**config.mk**
```make
export PLATFORM = sky130hd
export DESIGN_NAME = rofc_core
export DESIGN_NICKNAME = d
export VERILOG_FILES = /design/src/rofc_pkg.sv /design/src/rofc_core.sv /design/src/rofc_sync.sv /design/src/rofc_filter.sv
export VERILOG_INCLUDE_DIRS = /design/src
export SDC_FILE = /design/constraint.sdc
export NUM_CORES = 1
export LEC_CHECK = 0
export BUFFER_PORTS_ARGS = -buffer_cell sky130_fd_sc_hd__buf_2
export CAP_MARGIN = 5
export CORE_UTILIZATION = 28
export DETAILED_ROUTE_END_ITERATION = 7
export PLACE_DENSITY = 0.41
export SYNTH_ARGS = -nofsm -noshare
export SYNTH_HDL_FRONTEND = slang
export SYNTH_SLANG_ARGS = --single-unit
```
**constraint.sdc**
```tcl
create_clock -name clock -period 3 [get_ports clock]
set_clock_uncertainty 0.15 [all_clocks]
set_input_delay 0.45 -clock clock [delete_from_list [all_inputs] [get_ports clock]]
set_output_delay 0.45 -clock clock [all_outputs]
set_load 0.02 [all_outputs]
```
**src/rofc_defs.svh**
```systemverilog
// rofc_defs.svh: offsets-free constant set for the resonant on-time fault core
// assumes a 40 MHz core clock; included by the core, synchroniser, filter and checker files
`ifndef ROFC_DEFS_SVH
`define ROFC_DEFS_SVH

// ****************************************************************
// clock and time bases
// ****************************************************************
`define ROFC_CLK_PERIOD_PS   25000
`define ROFC_ON_STEP_NS      10
`define ROFC_FILT_ON_NS      2000
`define ROFC_FILT_OFF_NS     20000
`define ROFC_FILT_ON_CYC     ((`ROFC_FILT_ON_NS * 1000 + `ROFC_CLK_PERIOD_PS - 1) / `ROFC_CLK_PERIOD_PS)
`define ROFC_FILT_OFF_CYC    ((`ROFC_FILT_OFF_NS * 1000 + `ROFC_CLK_PERIOD_PS - 1) / `ROFC_CLK_PERIOD_PS)

// ****************************************************************
// widths, limits and defaults
// ****************************************************************
`define ROFC_ON_W            16
`define ROFC_FILT_W          10
`define ROFC_SC_QUIET_PULSES 50
`define ROFC_DEAD_CYC_DEF    8
`define ROFC_LEB_CYC_DEF     10
`define ROFC_FB_TIMER_DEF    40000
`define ROFC_FB_COUNT_DEF    1000
`define ROFC_SC_LIMIT_DEF    8
`define ROFC_AREC_CYC_DEF    40000

`endif

```
**src/rofc_pkg.sv**
```systemverilog
// rofc_pkg.sv: types shared by the resonant on-time fault core
// assumes nothing beyond a SystemVerilog compiler
package rofc_pkg;

    // ************************************************************
    // phase machine of the half bridge
    // ************************************************************
    typedef enum logic [4:0] {
        ROFC_ST_IDLE  = 5'h01,
        ROFC_ST_DT_HI = 5'h02,
        ROFC_ST_UPPER = 5'h04,
        ROFC_ST_DT_LO = 5'h08,
        ROFC_ST_LOWER = 5'h10
    } rofc_phase_t;

    // comparator group from the analog side
    typedef struct packed {
        logic on_time_trip;
        logic fb_fault;
        logic cs_fault;
        logic line_ok_flag;
    } rofc_cmp_t;

    // gate drive pair
    typedef struct packed {
        logic upper;
        logic lower;
    } rofc_gate_t;

    // status pair
    typedef struct packed {
        logic fault_latched;
        logic fault_recover;
    } rofc_fault_t;

endpackage : rofc_pkg

```
**src/rofc_core.sv**
```systemverilog
// rofc_core.sv: on-time modulation, dead-time and fault protection core
// assumes analog comparators on pins and gate drivers downstream
`timescale 1ns/100ps
`include "rofc_defs.svh"

module rofc_core
    import rofc_pkg::*;
#(
    parameter bit          USE_COUNTER   = 1'b0,
    parameter bit          CUMULATIVE    = 1'b0,
    parameter bit          LATCHED       = 1'b0,
    parameter int unsigned DEAD_CYC      = `ROFC_DEAD_CYC_DEF,
    parameter int unsigned LEB_CYC       = `ROFC_LEB_CYC_DEF,
    parameter int unsigned FB_TIMER_CYC  = `ROFC_FB_TIMER_DEF,
    parameter int unsigned FB_COUNT_LIM  = `ROFC_FB_COUNT_DEF,
    parameter int unsigned SC_LIMIT      = `ROFC_SC_LIMIT_DEF,
    parameter int unsigned AREC_CYC      = `ROFC_AREC_CYC_DEF
)(
    // clock and reset (reset is the undervoltage lockout)
    input  wire logic        clock,
    input  wire logic        srst,
    // asynchronous comparator pins
    input  wire rofc_cmp_t   cmp_pins,
    // control levels from the same clock domain
    input  wire logic        run_enable,
    input  wire logic        startup_active,
    input  wire logic        skip_mode,
    input  wire logic        supply_reset,
    // gate drives and analog steering
    output rofc_gate_t       gate_drive,
    output logic             ref_soft_start_sel,
    output logic             feed_forward_current_en,
    // status
    output rofc_fault_t      fault_state,
    output logic [`ROFC_ON_W-1:0] on_time_last
);

    // ************************************************************
    // input synchronisation
    // ************************************************************
    logic trip_s;
    logic fbf_s;
    logic csf_s;
    logic lok_s;
    logic fbf_f;

    // every comparator passes the synchroniser
    rofc_sync u_sync_trip (.clock(clock), .srst(srst), .pin_in(cmp_pins.on_time_trip),
                           .level_out(trip_s));
    rofc_sync u_sync_fbf  (.clock(clock), .srst(srst), .pin_in(cmp_pins.fb_fault),
                           .level_out(fbf_s));
    rofc_sync u_sync_csf  (.clock(clock), .srst(srst), .pin_in(cmp_pins.cs_fault),
                           .level_out(csf_s));
    rofc_sync u_sync_lok  (.clock(clock), .srst(srst), .pin_in(cmp_pins.line_ok_flag),
                           .level_out(lok_s));

    // feedback fault noise filter
    rofc_filter u_fb_filt (.clock(clock), .srst(srst), .raw_in(fbf_s),
                           .filt_out(fbf_f));

    // ************************************************************
    // helpers
    // ************************************************************
    function automatic logic [31:0] inc32(input logic [31:0] v);
        return (v == 32'hFFFFFFFF) ? v : v + 32'h1;
    endfunction : inc32

    // ************************************************************
    // phase machine
    // ************************************************************
    rofc_phase_t              phase_q;
    rofc_phase_t              phase_d;
    logic [`ROFC_ON_W-1:0]    on_cnt_q;
    logic [`ROFC_ON_W-1:0]    on_cnt_d;
    logic [`ROFC_ON_W-1:0]    last_q;
    logic [`ROFC_ON_W-1:0]    last_d;
    logic [`ROFC_ON_W-1:0]    tmr_q;
    logic [`ROFC_ON_W-1:0]    tmr_d;
    logic                     trip_seen_q;
    logic                     trip_seen_d;
    logic                     reuse_q;
    logic                     reuse_d;
    logic                     stopped;

    // on-time steps of 10 ns at a 25 ns clock: per cycle add 25/10, truncated to 2 steps
    localparam logic [`ROFC_ON_W-1:0] STEP_PER_CYC =
        `ROFC_ON_W'((`ROFC_CLK_PERIOD_PS / 1000) / `ROFC_ON_STEP_NS);
    localparam logic [`ROFC_ON_W-1:0] DEAD_W = `ROFC_ON_W'(DEAD_CYC);
    localparam logic [`ROFC_ON_W-1:0] LEB_W  = `ROFC_ON_W'(LEB_CYC);
    localparam logic [`ROFC_ON_W-1:0] ON_MAX = {`ROFC_ON_W{1'b1}};

    wire leb_over    = (tmr_q >= LEB_W);
    wire trip_valid  = trip_s && leb_over;
    wire stuck_trip  = trip_s && !leb_over && trip_seen_q;
    wire reuse       = reuse_q || stuck_trip;
    wire dead_over   = (tmr_q >= DEAD_W - `ROFC_ON_W'(1));
    wire upper_start = (phase_q == ROFC_ST_DT_HI) && dead_over && !stopped;
    wire upper_end;

    // a stuck comparator holds the upper on for the stored on-time
    assign upper_end = (phase_q == ROFC_ST_UPPER) &&
                       ((reuse ? (on_cnt_q >= last_q) : trip_valid) || on_cnt_q == ON_MAX);

    // next phase and counters
    always_comb begin
        phase_d     = phase_q;
        on_cnt_d    = on_cnt_q;
        last_d      = last_q;
        tmr_d       = tmr_q + `ROFC_ON_W'(1);
        trip_seen_d = trip_seen_q;
        reuse_d     = reuse_q;
        unique case (phase_q)
            ROFC_ST_IDLE: begin
                tmr_d = '0;
                if (!stopped) begin
                    phase_d = ROFC_ST_DT_HI;
                end
            end
            ROFC_ST_DT_HI: begin
                if (stopped) begin
                    phase_d = ROFC_ST_IDLE;
                end else if (upper_start) begin
                    phase_d  = ROFC_ST_UPPER;
                    on_cnt_d = '0;
                    tmr_d    = '0;
                    reuse_d  = 1'b0;
                end
            end
            ROFC_ST_UPPER: begin
                on_cnt_d = (on_cnt_q > ON_MAX - STEP_PER_CYC) ? ON_MAX
                                                              : on_cnt_q + STEP_PER_CYC;
                reuse_d  = reuse;
                if (stopped) begin
                    phase_d = ROFC_ST_IDLE;
                end else if (upper_end) begin
                    phase_d = ROFC_ST_DT_LO;
                    tmr_d   = '0;
                    if (reuse) begin
                        on_cnt_d = last_q;
                    end else begin
                        last_d   = on_cnt_q;
                        on_cnt_d = on_cnt_q;
                    end
                    trip_seen_d = 1'b1;
                end
            end
            ROFC_ST_DT_LO: begin
                if (stopped) begin
                    phase_d = ROFC_ST_IDLE;
                end else if (dead_over) begin
                    phase_d = ROFC_ST_LOWER;
                end
            end
            ROFC_ST_LOWER: begin
                on_cnt_d = (on_cnt_q > STEP_PER_CYC) ? on_cnt_q - STEP_PER_CYC : '0;
                if (stopped) begin
                    phase_d = ROFC_ST_IDLE;
                end else if (on_cnt_q < STEP_PER_CYC) begin
                    phase_d = ROFC_ST_DT_HI;
                    tmr_d   = '0;
                end
            end
        endcase
    end

    // phase registers
    always_ff @(posedge clock) begin
        if (srst) begin
            phase_q     <= ROFC_ST_IDLE;
            on_cnt_q    <= '0;
            last_q      <= '0;
            tmr_q       <= '0;
            trip_seen_q <= 1'b0;
            reuse_q     <= 1'b0;
        end else begin
            phase_q     <= phase_d;
            on_cnt_q    <= on_cnt_d;
            last_q      <= last_d;
            tmr_q       <= (tmr_d == ON_MAX) ? tmr_q : tmr_d;
            trip_seen_q <= trip_seen_d;
            reuse_q     <= reuse_d;
        end
    end

    // ************************************************************
    // feedback fault confirmation
    // ************************************************************
    logic [31:0] fb_cnt_q;
    logic        prot_q;
    logic        latch_q;
    logic [31:0] arec_q;
    logic        fb_confirm;
    logic        sc_overflow;
    wire         upper_pulse = upper_start;  // one per upper gate pulse
    wire  [31:0] fb_limit    = USE_COUNTER ? FB_COUNT_LIM : FB_TIMER_CYC;
    wire         fb_step     = USE_COUNTER ? upper_pulse : 1'b1;

    assign fb_confirm = fbf_f && (fb_cnt_q >= fb_limit - 32'h1) && fb_step;

    // timer or counter with cumulative option
    always_ff @(posedge clock) begin
        if (srst || skip_mode) begin
            fb_cnt_q <= '0;
        end else if (fbf_f) begin
            if (fb_step) begin
                fb_cnt_q <= inc32(fb_cnt_q);
            end
        end else if (!CUMULATIVE) begin
            fb_cnt_q <= '0;
        end  // otherwise held
    end

    // ************************************************************
    // short-circuit counter
    // ************************************************************
    logic [31:0] sc_cnt_q;
    logic [7:0]  quiet_q;
    logic        csf_d1_q;
    logic        cs_in_pulse_q;
    wire         cs_rise = csf_s && !csf_d1_q;

    assign sc_overflow = cs_rise && (sc_cnt_q >= SC_LIMIT - 32'h1);

    // count trips and quiet upper pulses
    always_ff @(posedge clock) begin
        if (srst) begin
            sc_cnt_q      <= '0;
            quiet_q       <= '0;
            csf_d1_q      <= 1'b0;
            cs_in_pulse_q <= 1'b0;
        end else begin
            csf_d1_q <= csf_s;
            if (cs_rise) begin
                sc_cnt_q <= inc32(sc_cnt_q);
            end else if (quiet_q >= 8'(`ROFC_SC_QUIET_PULSES)) begin
                sc_cnt_q <= '0;
            end
            if (csf_s) begin
                quiet_q       <= '0;
                cs_in_pulse_q <= 1'b1;
            end else if (upper_pulse) begin
                cs_in_pulse_q <= 1'b0;
                if (!cs_in_pulse_q && quiet_q < 8'(`ROFC_SC_QUIET_PULSES)) begin
                    quiet_q <= quiet_q + 8'h01;
                end
            end
        end
    end

    // ************************************************************
    // protection mode
    // ************************************************************
    wire fault_hit = fb_confirm || sc_overflow;

    // latch or auto-recovery off-time
    always_ff @(posedge clock) begin
        if (srst) begin
            prot_q  <= 1'b0;
            latch_q <= 1'b0;
            arec_q  <= '0;
        end else if (latch_q) begin
            latch_q <= !supply_reset;
            prot_q  <= !supply_reset;
        end else if (fault_hit) begin
            prot_q  <= 1'b1;
            latch_q <= LATCHED;
            arec_q  <= '0;
        end else if (prot_q) begin
            arec_q <= inc32(arec_q);
            if (arec_q >= AREC_CYC - 32'h1) begin
                prot_q <= 1'b0;
            end
        end
    end

    assign stopped = prot_q || fault_hit || !run_enable;

    // ************************************************************
    // outputs
    // ************************************************************
    logic up_q;
    logic lo_q;
    logic ss_q;
    logic ff_q;

    // registered drives and steering
    always_ff @(posedge clock) begin
        if (srst) begin
            up_q <= 1'b0;
            lo_q <= 1'b0;
            ss_q <= 1'b1;
            ff_q <= 1'b0;
        end else begin
            up_q <= (phase_d == ROFC_ST_UPPER) && !stopped;
            lo_q <= (phase_d == ROFC_ST_LOWER) && !stopped;
            ss_q <= startup_active || prot_q;
            ff_q <= lok_s;
        end
    end

    assign gate_drive.upper          = up_q;
    assign gate_drive.lower          = lo_q;
    assign ref_soft_start_sel        = ss_q;
    assign feed_forward_current_en   = ff_q;
    assign fault_state.fault_latched = latch_q;
    assign fault_state.fault_recover = prot_q && !latch_q;
    assign on_time_last              = last_q;

endmodule : rofc_core

```
**src/rofc_sync.sv**
```systemverilog
// rofc_sync.sv: three-stage pin synchroniser with agreement check
// assumes the input is asynchronous to clock
`timescale 1ns/100ps
`include "rofc_defs.svh"

module rofc_sync
    import rofc_pkg::*;
(
    // clock and reset
    input  wire logic clock,
    input  wire logic srst,
    // pin side
    input  wire logic pin_in,
    // core side
    output logic      level_out
);

    logic s1_q;
    logic s2_q;
    logic s3_q;
    logic level_q;

    // three flops; change taken once stages two and three agree
    always_ff @(posedge clock) begin
        s1_q <= pin_in;
        s2_q <= s1_q;
        s3_q <= s2_q;
        if (srst) begin
            level_q <= 1'b0;
        end else if (s2_q == s3_q) begin
            level_q <= s3_q;
        end
    end

    assign level_out = level_q;

endmodule : rofc_sync

```
**src/rofc_filter.sv**
```systemverilog
// rofc_filter.sv: asymmetric digital noise filter for the feedback fault
// assumes a synchronised input on the same clock
`timescale 1ns/100ps
`include "rofc_defs.svh"

module rofc_filter
    import rofc_pkg::*;
(
    // clock and reset
    input  wire logic clock,
    input  wire logic srst,
    // raw and filtered level
    input  wire logic raw_in,
    output logic      filt_out
);

    localparam logic [`ROFC_FILT_W-1:0] ON_CYC  = `ROFC_FILT_W'(`ROFC_FILT_ON_CYC);
    localparam logic [`ROFC_FILT_W-1:0] OFF_CYC = `ROFC_FILT_W'(`ROFC_FILT_OFF_CYC);

    logic [`ROFC_FILT_W-1:0] cnt_q;
    logic                    filt_q;
    wire                     differs = (raw_in != filt_q);
    wire  [`ROFC_FILT_W-1:0] limit   = filt_q ? OFF_CYC : ON_CYC;
    wire                     flip    = differs && (cnt_q == limit - `ROFC_FILT_W'(1));

    // count continuous disagreement; 2 us to set, 20 us to clear
    always_ff @(posedge clock) begin
        if (srst || !differs || flip) begin
            cnt_q <= '0;
        end else begin
            cnt_q <= cnt_q + `ROFC_FILT_W'(1);
        end
        if (srst) begin
            filt_q <= 1'b0;
        end else if (flip) begin
            filt_q <= raw_in;
        end
    end

    assign filt_out = filt_q;

endmodule : rofc_filter

```
==> results.toml, run 1 <==
[outcome]
status = "finished, final reports clean"

[clock_tree]
htreeDepth = 4
numCtsBuffers = 17
root_buffer = "clkbuf_16"
clock_path_buffers = 2
clk_pin_slew_ns = 0.08
clk_latency_ns = 0.45
cts_tree = "yes"
cts_sinks = 194

[placement]
port_buffers = 31
post-dp-hpwl_um = 19200
gp_congestion = 0.820

[sta]
whs_ns = 0.0349
slew_headroom = 0.556
min_period_ns = 2.88
drv_slew = 0
worst_pin_slew_ns = 0.665
final_hold_viol_count = 0
setup_viol = 0
fin_crit_sh = 0.959
timing.fmax_ghz = 0.347

[grt]
grt_remaining_overflow = 0
antenna_found_initial = 0
grt_max_degree = 48
grt_pass1_wl_um = 45800
grt_pass1_vias = 8762
grt_usage = 0.157

[yosys]
syn-mean-instance-area_um2 = 7.99
ys_ff_latch = 194
yosys_warnings = 0
synth_edf_count = 0
synth_ff_type = "dfxtp_1"
synth_nets = 1295
syn_inst = 1259
ys_seq_area_frac = 0.386
syn_area_um2 = 10100
synthArstFlopShare = 0
synth_cell_type_count = 76

[routing]
avgRoutedWirePerCell_um = 15.0
drt_pre_antenna_iters = 5
vias = 8948
detail_route.vias_per_cell = 4.91
drt_iter0_markers = 590
drc_errors = 0
detail-route-antenna-nets = 0
wl_um = 27300

[finish]
final_cell_mix = "194 x dfxtp_1, 172 x nor2_1, 134 x nand2_1"
drive_gt1_frac = 0.150
diodes = 0
layout_commonest_cell = "dfxtp_1"
final_util = 0.339
nFillCells = 3765
fin_nets = 1386
area_delta_synth_final_pct = 19.6

[critical_path]
cp-end-kind = "flip-flop"
slowest_stage = "or4_4"
slowest_delay_ns = 0.58
critPathRequiredTime_ns = 3.19
worstSetupStartpointType = "flip-flop"
crit_buf_inv = 2
cp_max_fo = 12
cpLargestDelayFamily = "simple AND/OR/NAND/NOR gates"
critPathArrivalTime_ns = 3.07
cpMostUsedCell = "o21bai_4"
path_class = "flip-flop to flip-flop"
crit_chain = "or4_1 -> or4_4 -> o21bai_4 -> nand2_2 -> o21bai_4 -> a21oi_4 -> buf_4 -> o21ai_4 -> buf_12 -> nor2_1"

[pwr]
p_total_mw = 5.17
p_leak_nw = 4.23
peakVddDrop_uv = 434
pwr_density_cell_nw_per_um2 = 430

[die]
die_h_um = 192
die_w_um = 192
core_um2 = 35500
rows = 69
ios = 32
start_util = 0.283
fp.dieArea_um2 = 36700

[min_path]
min_path_type = "input port to flip-flop"

[flow_run]
cap_violations = 0
-- registers in the layout (all words and copies together), names as in the netlist, 5 cells and up --
| register | flops |
|---|---|
| on_time_last | 16 |
| quiet_q | 8 |
| fb_cnt_q | 32 |
| arec_q | 32 |
| phase_q | 5 |
| sc_cnt_q | 32 |
| on_cnt_q | 16 |
| tmr_q | 16 |
| u_fb_filt.cnt_q | 10 |
-- final timing paths --
path	from	endpoint	slack, ns	depth (start not counted)
worst min register to register	u_sync_csf.s1_q	u_sync_csf.s2_q	0.18	0
worst max-delay path	tmr_q[6]	tmr_q[3]	0.12	10
worst max register to register	tmr_q[6]	tmr_q[3]	0.12	10
worst min-delay path	startup_active	ref_soft_start_sel	0.03	2
-- cell type report --
type                            instances  area [um^2]  share of cell area
Tap cell                              461          577              0.0480
Clock buffer                           17          425              0.0354
Clock inverter                         15          173              0.0144
Inverter                               34          128              0.0106
Sequential cell                       194         3880               0.323
Multi-Input combinational cell        970         5850               0.487
Timing Repair Buffer                  133          987              0.0821
-- synthesized netlist by cell type, types with 33 or more instances --
| cell type | count | area share |
|---|---|---|
| nor2_1 | 172 | 0.064 |
| xor2_1 | 46 | 0.040 |
| nand4_1 | 36 | 0.022 |
| nand2_1 | 134 | 0.050 |
| clkbuf_1 | 49 | 0.018 |
| nand3_1 | 68 | 0.034 |
| xnor2_1 | 66 | 0.057 |
| o21ai_0 | 51 | 0.025 |
| dfxtp_1 | 194 | 0.39 |
| inv_1 | 33 | 0.012 |
| a21oi_1 | 69 | 0.034 |
| nor3_1 | 36 | 0.018 |
-- power breakdown --
part           switching, mW  leakage (nW)  internal, mW
combinational          0.106          2.37        0.0606
sequential            0.0177          1.57          2.60
clock                   1.14         0.289          1.26
total                   1.26          4.23          3.91
-- cells by family after synthesis --
kind of cell / share of synthesized area
compound gates: 0.132
xor+xnor: 0.0975
fa+ha+maj: 0.0323
buf+inv: 0.0382
flops: 0.386
mux: 0.00871
simple gates: 0.305
-- per-layer routing --
layer / vias up / track usage / routed length (um)
met5: - / 0 / 0
met2: 119 / 0.253 / 12300
met1: 4176 / 0.214 / 13800
li1: 4622 / - / -
met4: 0 / 0.0504 / 420
met3: 31 / 0.0228 / 706
-- worst reg2reg max path: cells and delay by family, from the launching register on --
family                 cells  cell delay [ns]
DFF                        1             0.32
AOI/OAI and AO/OA          4             0.69
buffers and inverters      2             0.33
and+or+nand+nor            4             1.28
-- per-stage QoR --
stage	worst slack [ns]	setup TNS (ns)	instance area, um^2	std cells
CTS	0.0132	0	11900	1818
floorplan	0.143	0	10100	1259
global placement	-0.00385	-0.00608	11200	1777
finish	0.122	0	12000	1824
detailed placement	-0.202	-4.72	11200	1777
global route	-0.00491	-0.00849	12000	1824
-- repair_timing --
action	4_1_cts	5_1_grt
endpoints found under the hold margin	5	0
pin swaps	3	3
hold buffers	5	0
buffers inserted	4	6
resized for setup	1	12
setup endpoints to repair	36	51
Note: power is estimated with default switching activity, not from simulation.
==> run 2: changes to the inputs <==
- CELL_PAD_IN_SITES_DETAIL_PLACEMENT: default -> 1
- CELL_PAD_IN_SITES_GLOBAL_PLACEMENT: default -> 1
- CORE_UTILIZATION: 28 -> 25
- CTS_CLUSTER_DIAMETER: default -> 100
- PLACE_DENSITY: 0.41 -> 0.46
==> run 2 against run 1 <==
Die area rose by 12%; via count grew 3.1%; count of clock-buffer cells in the layout grew 4; flip-flop and latch count is the same; critical path depth unchanged; setup slack better by 0.0040 ns; clock power fell by 3%; critical path type unchanged; largest cell class unchanged; largest power group unchanged.
==> results.toml, run 2 (synthesis gave the netlist of run 1 again) <==
[outcome]
status = "finished, final reports clean"

[grt]
grt_pass1_vias = 9495
grt_max_degree = 40
grt_usage = 0.159
grt_pass1_wl_um = 51800
antenna_found_initial = 0
grt_remaining_overflow = 0

[die]
fp.dieArea_um2 = 41000
core_um2 = 39700
die_w_um = 203
rows = 73
die_h_um = 203
start_util = 0.253
ios = 32

[clock_tree]
root_buffer = "clkbuf_16"
numCtsBuffers = 17
cts_sinks = 194
cts_tree = "yes"
htreeDepth = 4
clk_latency_ns = 0.47
clock_path_buffers = 2
clk_pin_slew_ns = 0.07

[sta]
whs_ns = 0.188
final_hold_viol_count = 0
finalWorstSetupSlack_ns = 0.126
drv_slew = 0
fin_crit_sh = 0.958
tns_ns = 0
worst_pin_slew_ns = 0.704
rsz0062_at_grt = "true"
min_period_ns = 2.87
slew_headroom = 0.527
timing.fmax_ghz = 0.348
setup_viol = 0

[critical_path]
cp_max_fo = 6
critPathLaunch = "tmr_q[6]"
worst-r2r-cell-count = 10
ff2ff_setup_slack_ns = 0.13
r2r_start = "tmr_q[6]"
worstSetupStartpointType = "flip-flop"
slowest_stage = "or4_4"
cpLargestDelayFamily = "simple AND/OR/NAND/NOR gates"
timing.rr.end = "tmr_q[3]"
critPathRequiredTime_ns = 3.21
cp-end-kind = "flip-flop"
slowest_delay_ns = 0.57
crit_chain = "or4_4 -> or4_4 -> o21bai_4 -> nand2_4 -> o21bai_4 -> a21oi_4 -> buf_6 -> o21ai_4 -> buf_4 -> nor2_1"
crit_buf_inv = 2
path_class = "flip-flop to flip-flop"
critPathArrivalTime_ns = 3.08

[min_path]
min_to = "u_sync_lok.s2_q"
min_from = "u_sync_lok.s1_q"
min_path_type = "flip-flop to flip-flop"
hold-path-cell-count = 0

[routing]
detail_route.vias_per_cell = 4.81
avgRoutedWirePerCell_um = 16.2
routed.top_layer = "met4"
met3WireLength_um = 668
drc_errors = 0
drt_iter0_markers = 448
wl_met2_um = 14300
drt_pre_antenna_iters = 7
detail-route-antenna-nets = 0
wl_um = 31100
vias = 9229
met1Wirelength_um = 15800

[finish]
finalNonFillerCells = 1918
diodes = 0
drive_gt1_frac = 0.169
fin_nets = 1417
area_delta_synth_final_pct = 22.8
fin_area_um2 = 12400
nFillCells = 4768
final_cell_mix = "193 x dfxtp_1, 172 x nor2_1, 134 x nand2_1"
largestRegisters = "arec_q (32), fb_cnt_q (32), sc_cnt_q (32)"
final_util = 0.311
layout_commonest_cell = "dfxtp_1"

[pwr]
p_leak_nw = 4.39
p_total_mw = 5.11
peakVddDrop_uv = 389
pwr_density_cell_nw_per_um2 = 413

[placement]
gp_congestion = 0.780
port_buffers = 31
post-dp-hpwl_um = 22600
dpl-instance-area_um2 = 11600
numPlacedInstances = 1877
post-place-ws_ns = -0.166

[flow_run]
cap_violations = 0
-- run 2: cell count changes in the layout (fill, tap and decap cells not counted), sizes merged --
cell | before | now
buf | 128 | 158
bufinv | 2 | 1
clkbuf | 17 | 21
clkinv | 6 | 4
clkinvlp | 2 | 3
dlygate4sd3 | 5 | 6
inv | 39 | 36
-- run 2: worst max path at each step --
stage	to	slack, ns	cells after the start
after global placement	tmr_q[2]	-0.05	12
after CTS	tmr_q[15]	0.02	10
after global routing	tmr_q[15]	-0.01	10
final	tmr_q[3]	0.13	10
after detailed placement	on_cnt_q[5]	-0.17	12
after floorplan	tmr_q[7]	0.14	10
-- run 2: layer usage --
layer	track usage	up-vias
li1	-	4691
met1	0.214	4448
met2	0.259	65
met3	0.0279	25
met4	0.0440	0
met5	0	-
-- run 2: what timing repair did --
| action | 4_1_cts | 5_1_grt |
|---|---|---|
| endpoints found under the setup margin | 34 | 51 |
| setup buffers | 3 | 1 |
| pin swaps | 4 | 5 |
| hold buffers | 6 | 0 |
| endpoints found under the hold margin | 6 | 0 |
| resized for setup | 2 | 21 |
-- run 2: area by class of cell --
type                            instances  area (um^2)  area share
Timing Repair Buffer                  164         1240       0.100
Clock inverter                         10          101     0.00820
Inverter                               34          128      0.0103
Multi-Input combinational cell        970         5890       0.476
Clock buffer                           21          460      0.0373
Sequential cell                       194         3880       0.314
Tap cell                              525          657      0.0532
-- run 2: power breakdown --
group | total [mW] | switching [mW] | internal (mW) | leakage, nW
combinational | 0.188 | 0.114 | 0.0739 | 2.56
clock | 2.31 | 1.11 | 1.19 | 0.267
sequential | 2.61 | 0.0176 | 2.60 | 1.57
total | 5.11 | 1.24 | 3.86 | 4.39
==> run 3: changes to the inputs <==
- RECOVER_POWER: default -> 50
==> run 3 against run 2 <==
Setup slack got worse by 0.0024 ns; utilization decreased by 0.098 points; wire length about the same; via count about the same; worst hold slack unchanged; first-iteration DRC count decreased by 2.7%; final area decreased by 0.31%; sequential share of layout area increased by 0.099 points; clock power about the same; critical path type unchanged; critical endpoint is now on_cnt_q[15].
==> results.toml, run 3 (synthesis gave the netlist of run 1 again) <==
[critical_path]
cp-end-kind = "flip-flop"
path_class = "flip-flop to flip-flop"
timing.rr.end = "on_cnt_q[15]"
worst-r2r-cell-count = 9
critPathArrivalTime_ns = 3.10
worstSetupStartpointType = "flip-flop"
slowest_delay_ns = 0.57
cpLargestDelayFamily = "simple AND/OR/NAND/NOR gates"
ff2ff_setup_slack_ns = 0.12
slowest_stage = "or4_4"
crit_buf_inv = 1
r2r_start = "tmr_q[6]"
cpMostUsedCell = "or4_4"
cp_max_fo = 3
critPathRequiredTime_ns = 3.22
crit_chain = "or4_4 -> or4_4 -> o21bai_4 -> nand2_4 -> o21ba_2 -> nor2_2 -> buf_4 -> mux2_2 -> a21oi_1"

[routing]
drt_iter0_markers = 436
drt_pre_antenna_iters = 7
drc_errors = 0
vias = 9233
detail-route-antenna-nets = 0
detail_route.vias_per_cell = 4.81
wl_um = 31200
avgRoutedWirePerCell_um = 16.3

[outcome]
status = "finished, final reports clean"

[finish]
fin_nets = 1417
fin_area_um2 = 12300
area_delta_synth_final_pct = 22.4
nFillCells = 4769
layout_commonest_cell = "dfxtp_1"
largestRegisters = "arec_q (32), fb_cnt_q (32), sc_cnt_q (32)"
diodes = 0
final_cell_mix = "193 x dfxtp_1, 172 x nor2_1, 134 x nand2_1"
drive_gt1_frac = 0.151
final_util = 0.310

[placement]
gp_congestion = 0.780
post-dp-hpwl_um = 22600
port_buffers = 31
dpl-instance-area_um2 = 11600

[sta]
timing.fmax_ghz = 0.348
drv_slew = 0
rsz0062_at_grt = "true"
setup_viol = 0
min_period_ns = 2.88
fin_crit_sh = 0.959
final_hold_viol_count = 0
slew_headroom = 0.297
worst_pin_slew_ns = 1.05

[clock_tree]
cts_sinks = 194
clk_pin_slew_ns = 0.07
clock_path_buffers = 2
root_buffer = "clkbuf_16"
numCtsBuffers = 17
cts_tree = "yes"
htreeDepth = 4
clk_latency_ns = 0.47

[grt]
grt_remaining_overflow = 0
grt_usage = 0.159
grt_pass1_wl_um = 51800
grt_pass1_vias = 9495
grt_max_degree = 40
antenna_found_initial = 0

[pwr]
p_leak_nw = 4.28
pwr_density_cell_nw_per_um2 = 414
peakVddDrop_uv = 389

[die]
fp.dieArea_um2 = 41000
ios = 32
rows = 73
die_h_um = 203
start_util = 0.253
die_w_um = 203
core_um2 = 39700

[min_path]
min_to = "u_sync_lok.s2_q"
min_path_type = "flip-flop to flip-flop"
min_from = "u_sync_lok.s1_q"
hold-path-cell-count = 0

[flow_run]
cap_violations = 0
==> run 3: cell type report <==
cell class                 instances  area [um^2]  area share
sequential                       194         3880       0.315
clock inverter                    10          101     0.00823
tap                              525          657      0.0533
inverter                          34          128      0.0104
clock buffer                      21          460      0.0374
timing repair buffer             164         1200      0.0973
multi-input combinational        970         5890       0.478
==> run 3: metal layers <==
layer  track usage  vias up  part of all wire
met1         0.214     4452              0.51
met5             0        -                 0
li1              -     4692                 -
met2         0.259       64              0.46
met4        0.0440        0             0.013
met3        0.0279       25             0.020
==> run 3: metrics by stage <==
| stage | hold slack, ns | power [mW] | setup slack (ns) | std cells | TNS (ns) |
|---|---|---|---|---|---|
| 6_report | 0.188 | 5.10 | 0.123 | 1918 | 0 |
| 3_5_place_dp | 0.166 | 2.86 | -0.166 | 1877 | -3.42 |
| 2_1_floorplan | 0.160 | 2.77 | 0.143 | 1259 | 0 |
| 4_1_cts | 0.191 | 5.21 | 0.0201 | 1917 | 0 |
| 5_1_grt | 0.197 | 5.32 | -0.0101 | 1918 | -0.0246 |
| 3_3_place_gp | 0.161 | 2.86 | -0.0487 | 1877 | -0.684 |
==> run 3: what timing repair did <==
action	in CTS	in global routing
buffers inserted	3	1
gates resized for setup	2	21
hold endpoints to repair	6	0
hold buffers	6	0
pin swaps	4	5
endpoints found under the setup margin	34	51
==> run 3: worst max-delay path by stage <==
stage | startpoint | end | cells after the start
2_1_floorplan | on_time_last[0] | tmr_q[7] | 10
3_3_place_gp | on_cnt_q[0] | tmr_q[2] | 12
3_5_place_dp | on_cnt_q[0] | on_cnt_q[5] | 12
4_1_cts | tmr_q[10] | tmr_q[15] | 10
5_1_grt | tmr_q[6] | tmr_q[15] | 10
6_report | tmr_q[6] | on_cnt_q[15] | 9
==> run 3: power by group <==
part | internal [mW] | leakage [nW] | switching [mW] | total (mW)
logic | 0.0728 | 2.45 | 0.113 | 0.186
registers | 2.60 | 1.57 | 0.0175 | 2.61
clock network | 1.19 | 0.267 | 1.11 | 2.30
total | 3.86 | 4.28 | 1.24 | 5.10
